==> config.mk <==
export PLATFORM = sky130hd
export DESIGN_NAME = irqen_ctrl
export DESIGN_NICKNAME = d
export VERILOG_FILES = /design/src/pkg/irqen_pkg.sv /design/src/pkg/irqen_timing_if.sv /design/src/rtl/irqen_ctrl.sv /design/src/rtl/irqen_mcycle.sv
export SDC_FILE = /design/constraint.sdc
export NUM_CORES = 1
export LEC_CHECK = 0
export BUFFER_PORTS_ARGS = -buffer_cell sky130_fd_sc_hd__buf_4
export CAP_MARGIN = 20
export CORE_MARGIN = 10
export CORE_UTILIZATION = 45
export DETAILED_ROUTE_END_ITERATION = 7
export GPL_TIMING_DRIVEN = 0
export PLACE_DENSITY = 0.74
export SLEW_MARGIN = 40
export SYNTH_ARGS = -nofsm -noshare
export SYNTH_HDL_FRONTEND = slang
export SYNTH_HIERARCHICAL = 1
export SYNTH_SLANG_ARGS = --single-unit
==> constraint.sdc <==
create_clock -name clk_sys -period 2.19 [get_ports clk_sys]
set_clock_uncertainty 0.05 [all_clocks]
set_input_delay 0.219 -clock clk_sys [delete_from_list [all_inputs] [get_ports clk_sys]]
set_output_delay 0.219 -clock clk_sys [all_outputs]
set_load 0.02 [all_outputs]
==> src/pkg/irqen_pkg.sv <==
// Purpose: Constants and types for the interrupt enable and wake block.
// Assumes: APB slave with 32-bit data; one clock, clk_sys at 200 MHz.
// Notes:   Offsets are byte addresses; flags and enables share bit order.
package irqen_pkg;

  // Register byte offsets.
  localparam logic [7:0] IRQEN_OFF_ENABLE = 8'h00;
  localparam logic [7:0] IRQEN_OFF_FLAGS  = 8'h04;
  localparam logic [7:0] IRQEN_OFF_CTRL   = 8'h08;
  localparam logic [7:0] IRQEN_OFF_STATUS = 8'h0C;

  // Enable register fields; source index equals its enable bit.
  localparam int IRQEN_EN_EXTA   = 0;
  localparam int IRQEN_EN_T0     = 1;
  localparam int IRQEN_EN_EXTB   = 2;
  localparam int IRQEN_EN_T1     = 3;
  localparam int IRQEN_EN_SERIAL = 4;
  localparam int IRQEN_EN_T2     = 5;
  localparam int IRQEN_EN_GLOBAL = 7;
  localparam logic [7:0] IRQEN_EN_MASK  = 8'hBF;
  localparam logic [7:0] IRQEN_EN_RESET = 8'h00;

  // Flag register fields.
  localparam int IRQEN_FL_T2PIN = 6;
  localparam logic [6:0] IRQEN_FL_MASK = 7'h6F;

  // Control register fields.
  localparam int IRQEN_CT_IDLE = 0;
  localparam int IRQEN_CT_PD   = 1;
  localparam int IRQEN_CT_TRIG = 2;
  localparam int IRQEN_CT_BAUD = 3;

  // Status register fields.
  localparam int IRQEN_ST_REQ = 2;
  localparam int IRQEN_ST_VEC = 3;

  // Machine cycle timing: twelve clocks, six states of two phases.
  localparam int unsigned IRQEN_CLK_PER_MC = 12;
  localparam logic [3:0] IRQEN_CNT_LAST = 4'hB;
  localparam logic [3:0] IRQEN_CNT_STATE2_PHASE2 = 4'h3;
  localparam logic [3:0] IRQEN_CNT_STATE5_PHASE2 = 4'h9;
  localparam int unsigned IRQEN_RST_WIN_MC = 2;
  localparam logic [4:0] IRQEN_RST_WIN_LAST =
    5'(IRQEN_RST_WIN_MC * IRQEN_CLK_PER_MC - 1);

  typedef enum logic [1:0] {
    MODE_RUN,
    MODE_IDLE,
    MODE_PWRDN,
    MODE_RSTWIN
  } irqen_mode_t;

endpackage : irqen_pkg

==> src/pkg/irqen_timing_if.sv <==
// Purpose: Carries machine cycle timing strobes between block modules.
// Assumes: Strobes are one clk_sys cycle wide.
// Notes:   Generator drives, the controller only reads.
`timescale 1ns/100ps
interface irqen_timing_if;
  logic state2Phase2;
  logic state5Phase2;

  modport gen (output state2Phase2, output state5Phase2);
  modport use_side (input state2Phase2, input state5Phase2);
endinterface : irqen_timing_if

==> src/rtl/irqen_ctrl.sv <==
// Purpose: Interrupt enable gating, source flags and idle/power-down control.
// Assumes: Timer and serial inputs come from clk_sys logic; pins are async.
// Notes:   Registers reached over APB; zero wait states.
`timescale 1ns/100ps
module irqen_ctrl (
  input  wire logic        clk_sys,
  input  wire logic        rst_n,
  input  wire logic        psel,
  input  wire logic        penable,
  input  wire logic        pwrite,
  input  wire logic [7:0]  paddr,
  input  wire logic [31:0] pwdata,
  output logic      [31:0] prdata,
  output logic             pready,
  output logic             pslverr,
  input  wire logic        externalIrqPinA_n,
  input  wire logic        externalIrqPinB_n,
  input  wire logic        timer2TriggerPin,
  input  wire logic        hwResetPin,
  input  wire logic        timer0Ovf,
  input  wire logic        timer1Ovf,
  input  wire logic        timer2Ovf,
  input  wire logic        serialReq,
  input  wire logic        extProgMem,
  input  wire logic        coreAck,
  input  wire logic        coreAddrLatch,
  input  wire logic        coreProgStrobe,
  output logic             irqRequest,
  output logic      [2:0]  irqVector,
  output logic             coreRun,
  output logic             oscRun,
  output logic             ramBlock,
  output logic             coreResetOut,
  output logic             addrLatchStrobe,
  output logic             progStoreStrobe,
  output logic             port0Float,
  output logic             port2AddrDrive
);

  irqen_timing_if tim ();
  irqen_pkg::irqen_mode_t state_q;
  irqen_pkg::irqen_mode_t state_d;
  logic [3:0]  sync1_q;
  logic [3:0]  sync2_q;
  logic [3:0]  pinPrev_q;
  logic [7:0]  enable_q;
  logic [7:0]  enable_d;
  logic [6:0]  flags_q;
  logic [6:0]  flags_d;
  logic [3:0]  ctrl_q;
  logic [3:0]  ctrl_d;
  logic        pendT0_q;
  logic        pendT0_d;
  logic        pendT1_q;
  logic        pendT1_d;
  logic        pendT2_q;
  logic        pendT2_d;
  logic        req_q;
  logic        req_d;
  logic [2:0]  vec_q;
  logic [2:0]  vec_d;
  logic [4:0]  win_q;
  logic [4:0]  win_d;
  logic [7:0]  outs_q;
  logic [7:0]  outs_d;
  logic [5:0]  srcReq;
  logic [5:0]  srcEn;
  logic        anyEnReq;
  logic        extWake;
  logic        hwReset;
  logic        sfrReset;
  logic        wrAcc;
  logic        flagWr;
  logic        ctrlWr;
  logic        mapped;

  irqen_mcycle u_mcycle (
    .clk_sys (clk_sys),
    .rst_n   (rst_n),
    .tim     (tim)
  );

  // Two-stage synchronisers for the pins: A, B, trigger, reset.
  genvar gi;
  generate
    for (gi = 0; gi < 4; gi++)
    begin : g_sync
      logic pinRaw;
      assign pinRaw = (gi == 0) ? externalIrqPinA_n :
                      (gi == 1) ? externalIrqPinB_n :
                      (gi == 2) ? timer2TriggerPin : hwResetPin;
      always_ff @(posedge clk_sys)
      begin
        if (!rst_n)
        begin
          sync1_q[gi]   <= (gi != 3); // Idle levels: pins high, reset low.
          sync2_q[gi]   <= (gi != 3);
          pinPrev_q[gi] <= (gi != 3);
        end
        else
        begin
          sync1_q[gi]   <= pinRaw;
          sync2_q[gi]   <= sync1_q[gi];
          pinPrev_q[gi] <= sync2_q[gi];
        end
      end
    end
  endgenerate

  // Source requests and their gating by the enable register.
  assign hwReset  = sync2_q[3];
  assign sfrReset = hwReset && (state_q == irqen_pkg::MODE_RUN ||
                                state_q == irqen_pkg::MODE_PWRDN);
  assign srcReq   = {flags_q[5] | flags_q[irqen_pkg::IRQEN_FL_T2PIN],
                     serialReq, flags_q[3:0]};
  assign srcEn    = enable_q[irqen_pkg::IRQEN_EN_GLOBAL] ?
                    enable_q[5:0] : 6'h00;
  assign anyEnReq = |(srcReq & srcEn);
  assign extWake  = (srcEn[irqen_pkg::IRQEN_EN_EXTA] && !sync2_q[0]) ||
                    (srcEn[irqen_pkg::IRQEN_EN_EXTB] && !sync2_q[1]);

  // APB decode; every access completes in its first access cycle.
  assign wrAcc   = psel && penable && pwrite;
  assign mapped  = (paddr == irqen_pkg::IRQEN_OFF_ENABLE) ||
                   (paddr == irqen_pkg::IRQEN_OFF_FLAGS)  ||
                   (paddr == irqen_pkg::IRQEN_OFF_CTRL)   ||
                   (paddr == irqen_pkg::IRQEN_OFF_STATUS);
  assign flagWr  = wrAcc && (paddr == irqen_pkg::IRQEN_OFF_FLAGS);
  assign ctrlWr  = wrAcc && (paddr == irqen_pkg::IRQEN_OFF_CTRL);
  assign pready  = 1'b1;
  assign pslverr = psel && penable && !mapped;

  // Read multiplexer; reserved bits read as zero.
  always_comb
  begin
    prdata = 32'h0000_0000;
    unique case (paddr)
      irqen_pkg::IRQEN_OFF_ENABLE: prdata[7:0] = enable_q;
      irqen_pkg::IRQEN_OFF_FLAGS:  prdata[6:0] = {flags_q[6:5], serialReq,
                                                  flags_q[3:0]};
      irqen_pkg::IRQEN_OFF_CTRL:   prdata[3:0] = ctrl_q;
      irqen_pkg::IRQEN_OFF_STATUS: prdata[5:0] = {vec_q, req_q,
                                                  2'(state_q)};
      default:                     prdata = 32'h0000_0000;
    endcase
  end

  // Software registers and source flags; a set wins over a clear.
  always_comb
  begin
    enable_d = enable_q;
    ctrl_d   = ctrl_q;
    flags_d  = flags_q;
    pendT0_d = pendT0_q | timer0Ovf;
    pendT1_d = pendT1_q | timer1Ovf;
    pendT2_d = pendT2_q | (timer2Ovf && !ctrl_q[irqen_pkg::IRQEN_CT_BAUD]);
    if (wrAcc && paddr == irqen_pkg::IRQEN_OFF_ENABLE)
      enable_d = pwdata[7:0] & irqen_pkg::IRQEN_EN_MASK; // Bit 6 kept zero
    if (ctrlWr)
      ctrl_d = {pwdata[3:2], 2'b00};
    if (flagWr)
      flags_d = flags_q & ~(pwdata[6:0] & irqen_pkg::IRQEN_FL_MASK);
    if (coreAck && vec_q < 3'(irqen_pkg::IRQEN_EN_SERIAL))
      flags_d[vec_q] = 1'b0; // Timer 2 flags survive vectoring
    if (pinPrev_q[0] && !sync2_q[0])
      flags_d[irqen_pkg::IRQEN_EN_EXTA] = 1'b1;
    if (pinPrev_q[1] && !sync2_q[1])
      flags_d[irqen_pkg::IRQEN_EN_EXTB] = 1'b1;
    if (pinPrev_q[2] && !sync2_q[2] && ctrl_q[irqen_pkg::IRQEN_CT_TRIG])
      flags_d[irqen_pkg::IRQEN_FL_T2PIN] = 1'b1;
    if (tim.state5Phase2)
    begin
      flags_d[irqen_pkg::IRQEN_EN_T0] = flags_d[1] | pendT0_d;
      flags_d[irqen_pkg::IRQEN_EN_T1] = flags_d[3] | pendT1_d;
      pendT0_d = 1'b0;
      pendT1_d = 1'b0;
    end
    if (tim.state2Phase2)
    begin
      flags_d[5] = flags_d[5] | (pendT2_d &&
                   !ctrl_q[irqen_pkg::IRQEN_CT_BAUD]);
      pendT2_d   = 1'b0;
    end
  end

  // Registers of the software-visible group; held across idle/power-down.
  always_ff @(posedge clk_sys)
  begin
    if (!rst_n || sfrReset)
    begin
      enable_q <= irqen_pkg::IRQEN_EN_RESET;
      ctrl_q   <= 4'h0;
      flags_q  <= 7'h00;
      pendT0_q <= 1'b0;
      pendT1_q <= 1'b0;
      pendT2_q <= 1'b0;
    end
    else
    begin
      enable_q <= enable_d;
      ctrl_q   <= ctrl_d;
      flags_q  <= flags_d;
      pendT0_q <= pendT0_d;
      pendT1_q <= pendT1_d;
      pendT2_q <= pendT2_d;
    end
  end

  // Polls enabled requests at state 5 phase 2; lowest index is served.
  always_comb
  begin
    req_d = req_q;
    vec_d = vec_q;
    if (tim.state5Phase2)
    begin
      req_d = anyEnReq;
      vec_d = 3'h0;
      for (int i = 5; i >= 0; i--)
        if (srcReq[i] && srcEn[i])
          vec_d = 3'(i);
    end
  end

  // Power mode sequencer with the reset window after idle.
  always_comb
  begin
    state_d = state_q;
    win_d   = 5'h00;
    unique case (state_q)
      irqen_pkg::MODE_RUN:
        if (ctrlWr && pwdata[irqen_pkg::IRQEN_CT_PD])
          state_d = irqen_pkg::MODE_PWRDN;
        else if (ctrlWr && pwdata[irqen_pkg::IRQEN_CT_IDLE])
          state_d = irqen_pkg::MODE_IDLE;
      irqen_pkg::MODE_IDLE:
        if (hwReset)
          state_d = irqen_pkg::MODE_RSTWIN;
        else if (anyEnReq)
          state_d = irqen_pkg::MODE_RUN;
      irqen_pkg::MODE_PWRDN:
        if (hwReset || extWake)
          state_d = irqen_pkg::MODE_RUN;
      irqen_pkg::MODE_RSTWIN:
      begin
        win_d = win_q + 5'h01;
        if (win_q == irqen_pkg::IRQEN_RST_WIN_LAST)
          state_d = irqen_pkg::MODE_RUN;
      end
    endcase
  end

  // Registered pin-side outputs, decoded from the next mode.
  always_comb
  begin
    outs_d[0] = state_d == irqen_pkg::MODE_RUN ||
                state_d == irqen_pkg::MODE_RSTWIN;
    outs_d[1] = state_d != irqen_pkg::MODE_PWRDN;
    outs_d[2] = state_d == irqen_pkg::MODE_RSTWIN;
    outs_d[3] = hwReset && (state_d == irqen_pkg::MODE_RUN ||
                            state_d == irqen_pkg::MODE_PWRDN);
    unique case (state_d)
      irqen_pkg::MODE_IDLE:  outs_d[5:4] = 2'b11;
      irqen_pkg::MODE_PWRDN: outs_d[5:4] = 2'b00;
      default:               outs_d[5:4] = {coreProgStrobe, coreAddrLatch};
    endcase
    outs_d[6] = extProgMem && (state_d == irqen_pkg::MODE_IDLE ||
                               state_d == irqen_pkg::MODE_PWRDN);
    outs_d[7] = extProgMem && state_d == irqen_pkg::MODE_IDLE;
  end

  // Registers the poll, mode and output groups.
  always_ff @(posedge clk_sys)
  begin
    if (!rst_n)
    begin
      state_q <= irqen_pkg::MODE_RUN;
      win_q   <= 5'h00;
      req_q   <= 1'b0;
      vec_q   <= 3'h0;
      outs_q  <= 8'h03;
    end
    else
    begin
      state_q <= state_d;
      win_q   <= win_d;
      req_q   <= req_d;
      vec_q   <= vec_d;
      outs_q  <= outs_d;
    end
  end

  // The request is re-gated so a cleared enable withdraws it at once.
  assign irqRequest      = req_q && srcEn[vec_q];
  assign irqVector       = vec_q;
  assign coreRun         = outs_q[0];
  assign oscRun          = outs_q[1];
  assign ramBlock        = outs_q[2];
  assign coreResetOut    = outs_q[3];
  assign addrLatchStrobe = outs_q[4];
  assign progStoreStrobe = outs_q[5];
  assign port0Float      = outs_q[6];
  assign port2AddrDrive  = outs_q[7];

  a_global_gate_off: assert property (@(posedge clk_sys)
    disable iff (!rst_n) !enable_q[irqen_pkg::IRQEN_EN_GLOBAL] |->
    !irqRequest)
    else $error("Request raised with global enable clear.");
  a_source_enable_held: assert property (@(posedge clk_sys)
    disable iff (!rst_n) irqRequest |-> enable_q[irqen_pkg::IRQEN_EN_GLOBAL]
    && enable_q[vec_q] && (!$rose(irqRequest) || srcReq[vec_q]))
    else $error("Request for a disabled or idle source.");
  a_t2_flag_kept: assert property (@(posedge clk_sys)
    disable iff (!rst_n) coreAck && flags_q[5] && !flagWr && !sfrReset |=>
    flags_q[5])
    else $error("Timer 2 flag cleared by vectoring.");
  a_t01_set_phase: assert property (@(posedge clk_sys)
    disable iff (!rst_n) $rose(flags_q[1]) || $rose(flags_q[3]) |->
    $past(tim.state5Phase2))
    else $error("Timer 0/1 flag set off state 5 phase 2.");
  a_t2_set_phase: assert property (@(posedge clk_sys)
    disable iff (!rst_n) $rose(flags_q[5]) |-> $past(tim.state2Phase2)
    && !$past(ctrl_q[irqen_pkg::IRQEN_CT_BAUD]))
    else $error("Timer 2 flag set off phase or in baud mode.");
  a_idle_wake_irq: assert property (@(posedge clk_sys)
    disable iff (!rst_n) state_q == irqen_pkg::MODE_IDLE && anyEnReq &&
    !hwReset |=> state_q == irqen_pkg::MODE_RUN ##1 coreRun)
    else $error("Idle not left on enabled request.");
  a_reset_window: assert property (@(posedge clk_sys)
    disable iff (!rst_n) $rose(state_q == irqen_pkg::MODE_RSTWIN) |->
    ##1 (ramBlock && coreRun) ##[1:24] state_q == irqen_pkg::MODE_RUN)
    else $error("Reset window too long or RAM not blocked.");
  a_mode_strobes: assert property (@(posedge clk_sys)
    disable iff (!rst_n) state_q == irqen_pkg::MODE_PWRDN |=>
    state_q != irqen_pkg::MODE_PWRDN ||
    (!oscRun && !addrLatchStrobe && !progStoreStrobe))
    else $error("Power-down outputs wrong.");

endmodule : irqen_ctrl

==> src/rtl/irqen_mcycle.sv <==
// Purpose: Machine cycle sequencer producing state/phase strobes.
// Assumes: Twelve clk_sys cycles per machine cycle.
// Notes:   Strobes are registered and mark the named state and phase.
`timescale 1ns/100ps
module irqen_mcycle (
  input  wire logic   clk_sys,
  input  wire logic   rst_n,
  irqen_timing_if.gen tim
);

  logic [3:0] cnt_q;
  logic [3:0] cnt_d;
  logic       state2_phase2_q;
  logic       state2_phase2_d;
  logic       state5_phase2_q;
  logic       state5_phase2_d;

  // Counts clocks within a machine cycle and decodes the two strobes.
  always_comb
  begin
    cnt_d  = (cnt_q == irqen_pkg::IRQEN_CNT_LAST) ? 4'h0 : cnt_q + 4'h1;
    state2_phase2_d = (cnt_d == irqen_pkg::IRQEN_CNT_STATE2_PHASE2);
    state5_phase2_d = (cnt_d == irqen_pkg::IRQEN_CNT_STATE5_PHASE2);
  end

  // Registers the sequencer.
  always_ff @(posedge clk_sys)
  begin
    if (!rst_n)
    begin
      cnt_q  <= 4'h0;
      state2_phase2_q <= 1'b0;
      state5_phase2_q <= 1'b0;
    end
    else
    begin
      cnt_q  <= cnt_d;
      state2_phase2_q <= state2_phase2_d;
      state5_phase2_q <= state5_phase2_d;
    end
  end

  assign tim.state2Phase2 = state2_phase2_q;
  assign tim.state5Phase2 = state5_phase2_q;

endmodule : irqen_mcycle

======== Word level (Yosys, flattened, before mapping) ========
Index checks and enable logic that the tools add are counted.
storage, ports and cells
  flip-flop bits (word level) ............. 55
  input port bits ......................... 57
  output and inout bits ................... 46
operators by class
  $add $sub $neg .......................... 2
  $lt $le $gt $ge ......................... 3
  eq/ne operators ......................... 14
  muxes and demuxes ....................... 32
  bitwise gates (word level) .............. 12
  reduce and logical (&&, ||, !) cells .... 52
operators by type and width
  kind                                                                   count
  1-bit logical AND                                                      29
  3-bit two-way mux                                                      6
  8-bit by 4-bit equality test with 1-bit output, second input constant  2
  4-bit one-hot mux with 4 select lines                                  1
  7-bit bitwise AND                                                      2
  7-bit two-way mux                                                      2
  7-bit inverter                                                         2
  2-bit two-way mux                                                      6
  1-bit logical OR                                                       10
  1-bit two-way mux                                                      10
  2-bit equality test, second input constant                             4
  4-bit equality test, second input constant                             2
  8-bit by 3-bit equality test with 1-bit output, second input constant  1
  8-bit logical NOT                                                      1
  2-bit one-hot mux with 4 select lines                                  1
  1-bit bitwise OR                                                       7
  6-bit bitwise AND                                                      1
  1-bit logical NOT                                                      6
  6-bit two-way mux                                                      1
  2-bit one-hot mux with 3 select lines                                  1
  6-bit OR reduction                                                     1
  5-bit by 1-bit adder with 5-bit output, second input constant          1
  5-bit equality test, second input constant                             1
  4-bit by 1-bit adder with 4-bit output, second input constant          1
  other kinds (13)                                                       16

======== Depth between registers and ports, before layout ========
  depth after elaboration ................. 10
  depth in mapped cells ................... 8
  mapped depth without buffers ............ 8

======== By module ========
The synthesis kept the hierarchy.
by module, submodules not included
  module        times used  cells an instance  area each (um^2)
  irqen_ctrl    1           266                2388.5
  irqen_mcycle  1           33                 306.5

======== Worst setup path before layout ========
No wires, ideal clock.
  kind .................................... input to register
  start ................................... input paddr[1]
  end ..................................... register outs_q[4]
  library setup time ...................... 0.070 ns
  arrival time ............................ 1.776 ns
  data required time ...................... 2.070 ns
  setup slack ............................. 0.294 ns
  stages on the path ...................... 7
  buffers on the path ..................... 0
  cells stage by stage .................... nor4_4 and4_4 nand2_1 a21o_1 ha_1 nand2b_1 a21oi_1
between the ends
  cells in the longest elaborated chain, start to end .. 8
  elaborated cells between the ends (all ways) .. 10
  classes of those cells .................. eq/ne: 3; mux: 4; reduce/logical: 3
ends and longest elaborated chain
  element                                                                                line               source
  start, declared                                                                        irqen_ctrl.sv:11   input wire logic [7:0] paddr,
  8-bit by 4-bit equality test with 1-bit output *                                       irqen_ctrl.sv:129  assign ctrlWr = wrAcc && (paddr == irqen_pkg::IRQEN_OFF_CTRL);
  1-bit logical AND *                                                                    irqen_ctrl.sv:129
  1-bit logical AND                                                                      irqen_ctrl.sv:233  else if (ctrlWr && pwdata[irqen_pkg::IRQEN_CT_IDLE])
  2-bit two-way mux                                                                      irqen_ctrl.sv:233
  2-bit two-way mux *                                                                    irqen_ctrl.sv:231  if (ctrlWr && pwdata[irqen_pkg::IRQEN_CT_PD])
  2-bit one-hot mux with 4 select lines *                                                irqen_ctrl.sv:229  unique case (state_q)
  2-bit equality test or 2-bit by 1-bit equality test with 1-bit output (tied branches)  irqen_ctrl.sv:261  unique case (state_d)
  2-bit one-hot mux with 2 select lines *                                                irqen_ctrl.sv:261
  end signal, assigned                                                                   irqen_ctrl.sv:288  outs_q <= outs_d;
  end, declared                                                                          irqen_ctrl.sv:64   logic [7:0] outs_q;
Every way passes the cells marked *; elsewhere a longest branch is shown, timed or not.
A chain may end at the register's enable or synchronous reset.

======== Worst setup path after layout ========
  start ................................... register vec_q[0] (netlist: irqVector[0])
  end ..................................... output irqRequest
between the ends
  cells in the longest elaborated chain, start to end .. 3
ends and longest elaborated chain
  element                                    line               source
  start, declared                            irqen_ctrl.sv:60   logic [2:0] vec_q;
  start signal, assigned                     irqen_ctrl.sv:287  vec_q <= vec_d;
  1-bit binary-select mux with 3-bit select  irqen_ctrl.sv:293  assign irqRequest = req_q && srcEn[vec_q];
  1-bit two-way mux (not written as such)    irqen_ctrl.sv:293
  1-bit logical AND                          irqen_ctrl.sv:293
  end, declared                              irqen_ctrl.sv:28   output logic irqRequest,
Every way passes these cells. The select of a mux whose other input is x is not followed.

==> impl_metrics.py <==
metrics = {
    "status": {
        "outcome": "completed",
    },
    "placement": {
        "hpwlAfterDp_um": 5260,
        "dp_slack_ps": -23.0,
        "port_buffers": 53,
        "dpl-instance-area_um2": 3270,
        "gp_congestion": 0.897,
        "dpl.cell_count": 450,
    },
    "timing": {
        "fin_crit_sh": 0.945,
        "setup_tns_ps": 0,
        "slew_headroom": 0.470,
        "fin_ws_ps": 121,
        "tightest_slew_ps": 790,
        "whs_ps": 37.2,
        "hold_viol": 0,
        "slew_violations": 0,
        "min_period_ps": 2070,
        "rsz0062_at_grt": "false",
        "clock.fmax_mhz": 483,
        "finalSetupViolations": 0,
    },
    "synthesis": {
        "async_flop_share": 0,
        "synth_cell_types": 50,
        "synth-seq-cells": 54,
        "synth_area_per_cell_um2": 9.01,
        "synth.top_cells.by_area": "dfxtp_1 (40%), buf_4 (7.0%), nor2_1 (4.2%), nand2b_1 (3.9%), ha_1 (3.7%)",
        "synth-simple-area-share": 0.237,
        "synth_top_family_by_area": "simple AND/OR/NAND/NOR gates",
        "synth_xor_xnor_area_share": 0.0130,
        "synthMuxAreaShare": 0.0747,
        "synthAdderAreaFrac": 0.0371,
        "syn_inst": 299,
        "synth_top_area_frac": 0.401,
        "synth_top_area_cell": "dfxtp_1",
        "synth_compound_area_frac": 0.133,
        "syn_area_um2": 2700,
        "yosysMostFrequentCell": "dfxtp_1",
        "synth_edf_count": 0,
        "synthFlopType": "dfxtp_1",
        "yosysWarnings": 6,
        "synth_common_cells": "dfxtp_1 (54), nor2_1 (30), buf_4 (25)",
        "yosysSeqAreaShare": 0.401,
    },
    "die": {
        "core_um2": 5850,
        "die_h_um": 97.4,
        "placementRows": 28,
        "die_w_um": 97.4,
        "start_util": 0.461,
        "dieArea_um2": 9480,
        "ioPinCount": 103,
    },
    "cells_and_area": {
        "area_growth_pct": 24.4,
        "stdcell_count": 456,
        "layout.nets": 445,
        "fill_cells": 550,
        "drive_above_1_share": 0.265,
        "n_antenna_cell": 0,
        "fin_area_um2": 3350,
        "fin_util": 0.573,
    },
    "pwr": {
        "cellLeakagePower_nw": 1.52,
        "vdd_drop_max_uv": 348,
        "power_density_nw_per_um2": 533,
        "power_mw": 1.79,
    },
    "critical_path": {
        "critPathKind": "reg -> out",
        "cp-end-kind": "output port",
        "rr_worst_depth": 8,
        "timing.rr.end": "outs_q[5]",
        "timing.rr.start": "win_q[0]",
        "crit_start": "irqVector[0]",
        "start_kind": "flip-flop",
        "worstPathRequired_ps": 1920,
        "crit_fanout": 8,
        "worstPathArrival_ps": 1800,
        "r2r_slack_ps": 140,
    },
    "routing": {
        "totalWireLength_um": 6680,
        "ant_nets": 0,
        "detail_route.wl_per_cell_um": 14.6,
        "drt-initial-drc-count": 127,
        "route.detailed.drc": 0,
        "vias": 2264,
        "routed_via_density": 4.96,
        "dr.pass1.iters": 4,
    },
    "global_routing": {
        "antenna_found_initial": 0,
        "grt_start_max_net_pins": 17,
        "grt_pass1_wl_um": 10800,
        "grt_pass1_vias": 2227,
        "grt_usage": 0.135,
        "overflow": 0,
    },
    "worst_hold_path": {
        "hp-start": "timer2TriggerPin",
        "min_to": "sync1_q[2]",
        "hp-class": "in -> reg",
        "min_path_cells": 2,
    },
    "flow_run": {
        "maxCapViolations": 0,
    },
    "cts": {
        "numCtsBuffers": 5,
        "cts-htree-levels": 2,
        "clkLatencyLatePin_ps": 310,
        "clockBufferDepth": 2,
        "cts_tree": "built",
        "path_clk_slew_ps": 100,
        "cts_num_sinks": 54,
        "root_buffer": "clkbuf_8",
    },
}
-- critical path: stages, from the launching register on --
cell	delay (ps)
dfxtp_1	570
mux4_2	550
mux2i_1	130
nor2_1	70
buf_4	160
-- kinds of logic after synthesis --
| group | count (synthesis) |
|---|---|
| adders and majority gates | 8 |
| buffers and inverters | 47 |
| and+or+nand+nor | 116 |
| other | 2 |
| xor gates and xnor gates | 4 |
| muxes | 16 |
| DFF | 54 |
| AOI/OAI and AO/OA | 52 |
-- cells in the final DEF (no fill, tap or decap), types with 6 or more instances in the layout --
| master | Yosys | layout |
|---|---|---|
| nand2b_1 | 17 | 17 |
| mux2i_1 | 10 | 10 |
| a22oi_1 | 6 | 6 |
| nor2_1 | 30 | 30 |
| o21ai_0 | 7 | 6 |
| nand3_1 | 8 | 8 |
| nand2_1 | 21 | 21 |
| conb_1 | 2 | 25 |
| buf_4 | 25 | 78 |
| ha_1 | 8 | 8 |
| nor3_1 | 6 | 6 |
| dfxtp_1 | 54 | 54 |
| and2_1 | 6 | 6 |
| inv_1 | 14 | 14 |
| a21oi_1 | 14 | 14 |
-- layer usage --
metal  routed length, um  part of all wire  track usage  up-vias
met5                   0                 0            0        -
met4                  96             0.014       0.0436        0
met3                 582             0.087       0.0498        9
met2                3090              0.46        0.221       90
met1                2910              0.44        0.160     1016
li1                    -                 -            -     1149
-- power breakdown --
part | total [mW] | internal (mW) | switching, mW | leakage, nW
combinational | 0.223 | 0.104 | 0.119 | 1.03
clock | 0.544 | 0.226 | 0.318 | 0.0452
sequential | 1.02 | 1.00 | 0.0147 | 0.440
total | 1.79 | 1.33 | 0.452 | 1.52
-- worst max-delay path by stage --
| stage | to | cells past startpoint |
|---|---|---|
| 2_1_floorplan | outs_q[4] | 7 |
| 3_3_place_gp | outs_q[5] | 8 |
| 3_5_place_dp | outs_q[5] | 8 |
| 4_1_cts | outs_q[5] | 8 |
| 5_1_grt | outs_q[5] | 8 |
| 6_report | irqRequest | 4 |
-- final cells by class --
type                    instances  area [um^2]  share of cell area
plain buffers                  31          213              0.0635
clock buffers                   6         72.6              0.0216
clock inverters                 2         13.8             0.00411
inverters                      14         52.6              0.0157
multi-input cells             221         1430               0.426
flip-flops and latches         54         1080               0.323
well taps                      75         93.8              0.0280
repair buffers                 53          398               0.119
-- timing repair --
action,in CTS,in global routing
setup endpoints to repair,1,2
buffers inserted,0,0
pin swaps,0,0
gates resized for setup,0,1
hold buffers,0,0
-- flip-flops by register name, summed over array words and instances (netlist names), 2 cells and up --
name and cells:
outs_q 8, enable_q 7, flags_q 6, win_q 5
sync1_q 4, u_mcycle/cnt_q 4, irqVector 3, pinPrev_q 3
sync2_q 3, ctrl_q 2, state_q 2
No activity file was read; power rests on OpenSTA's default activity.
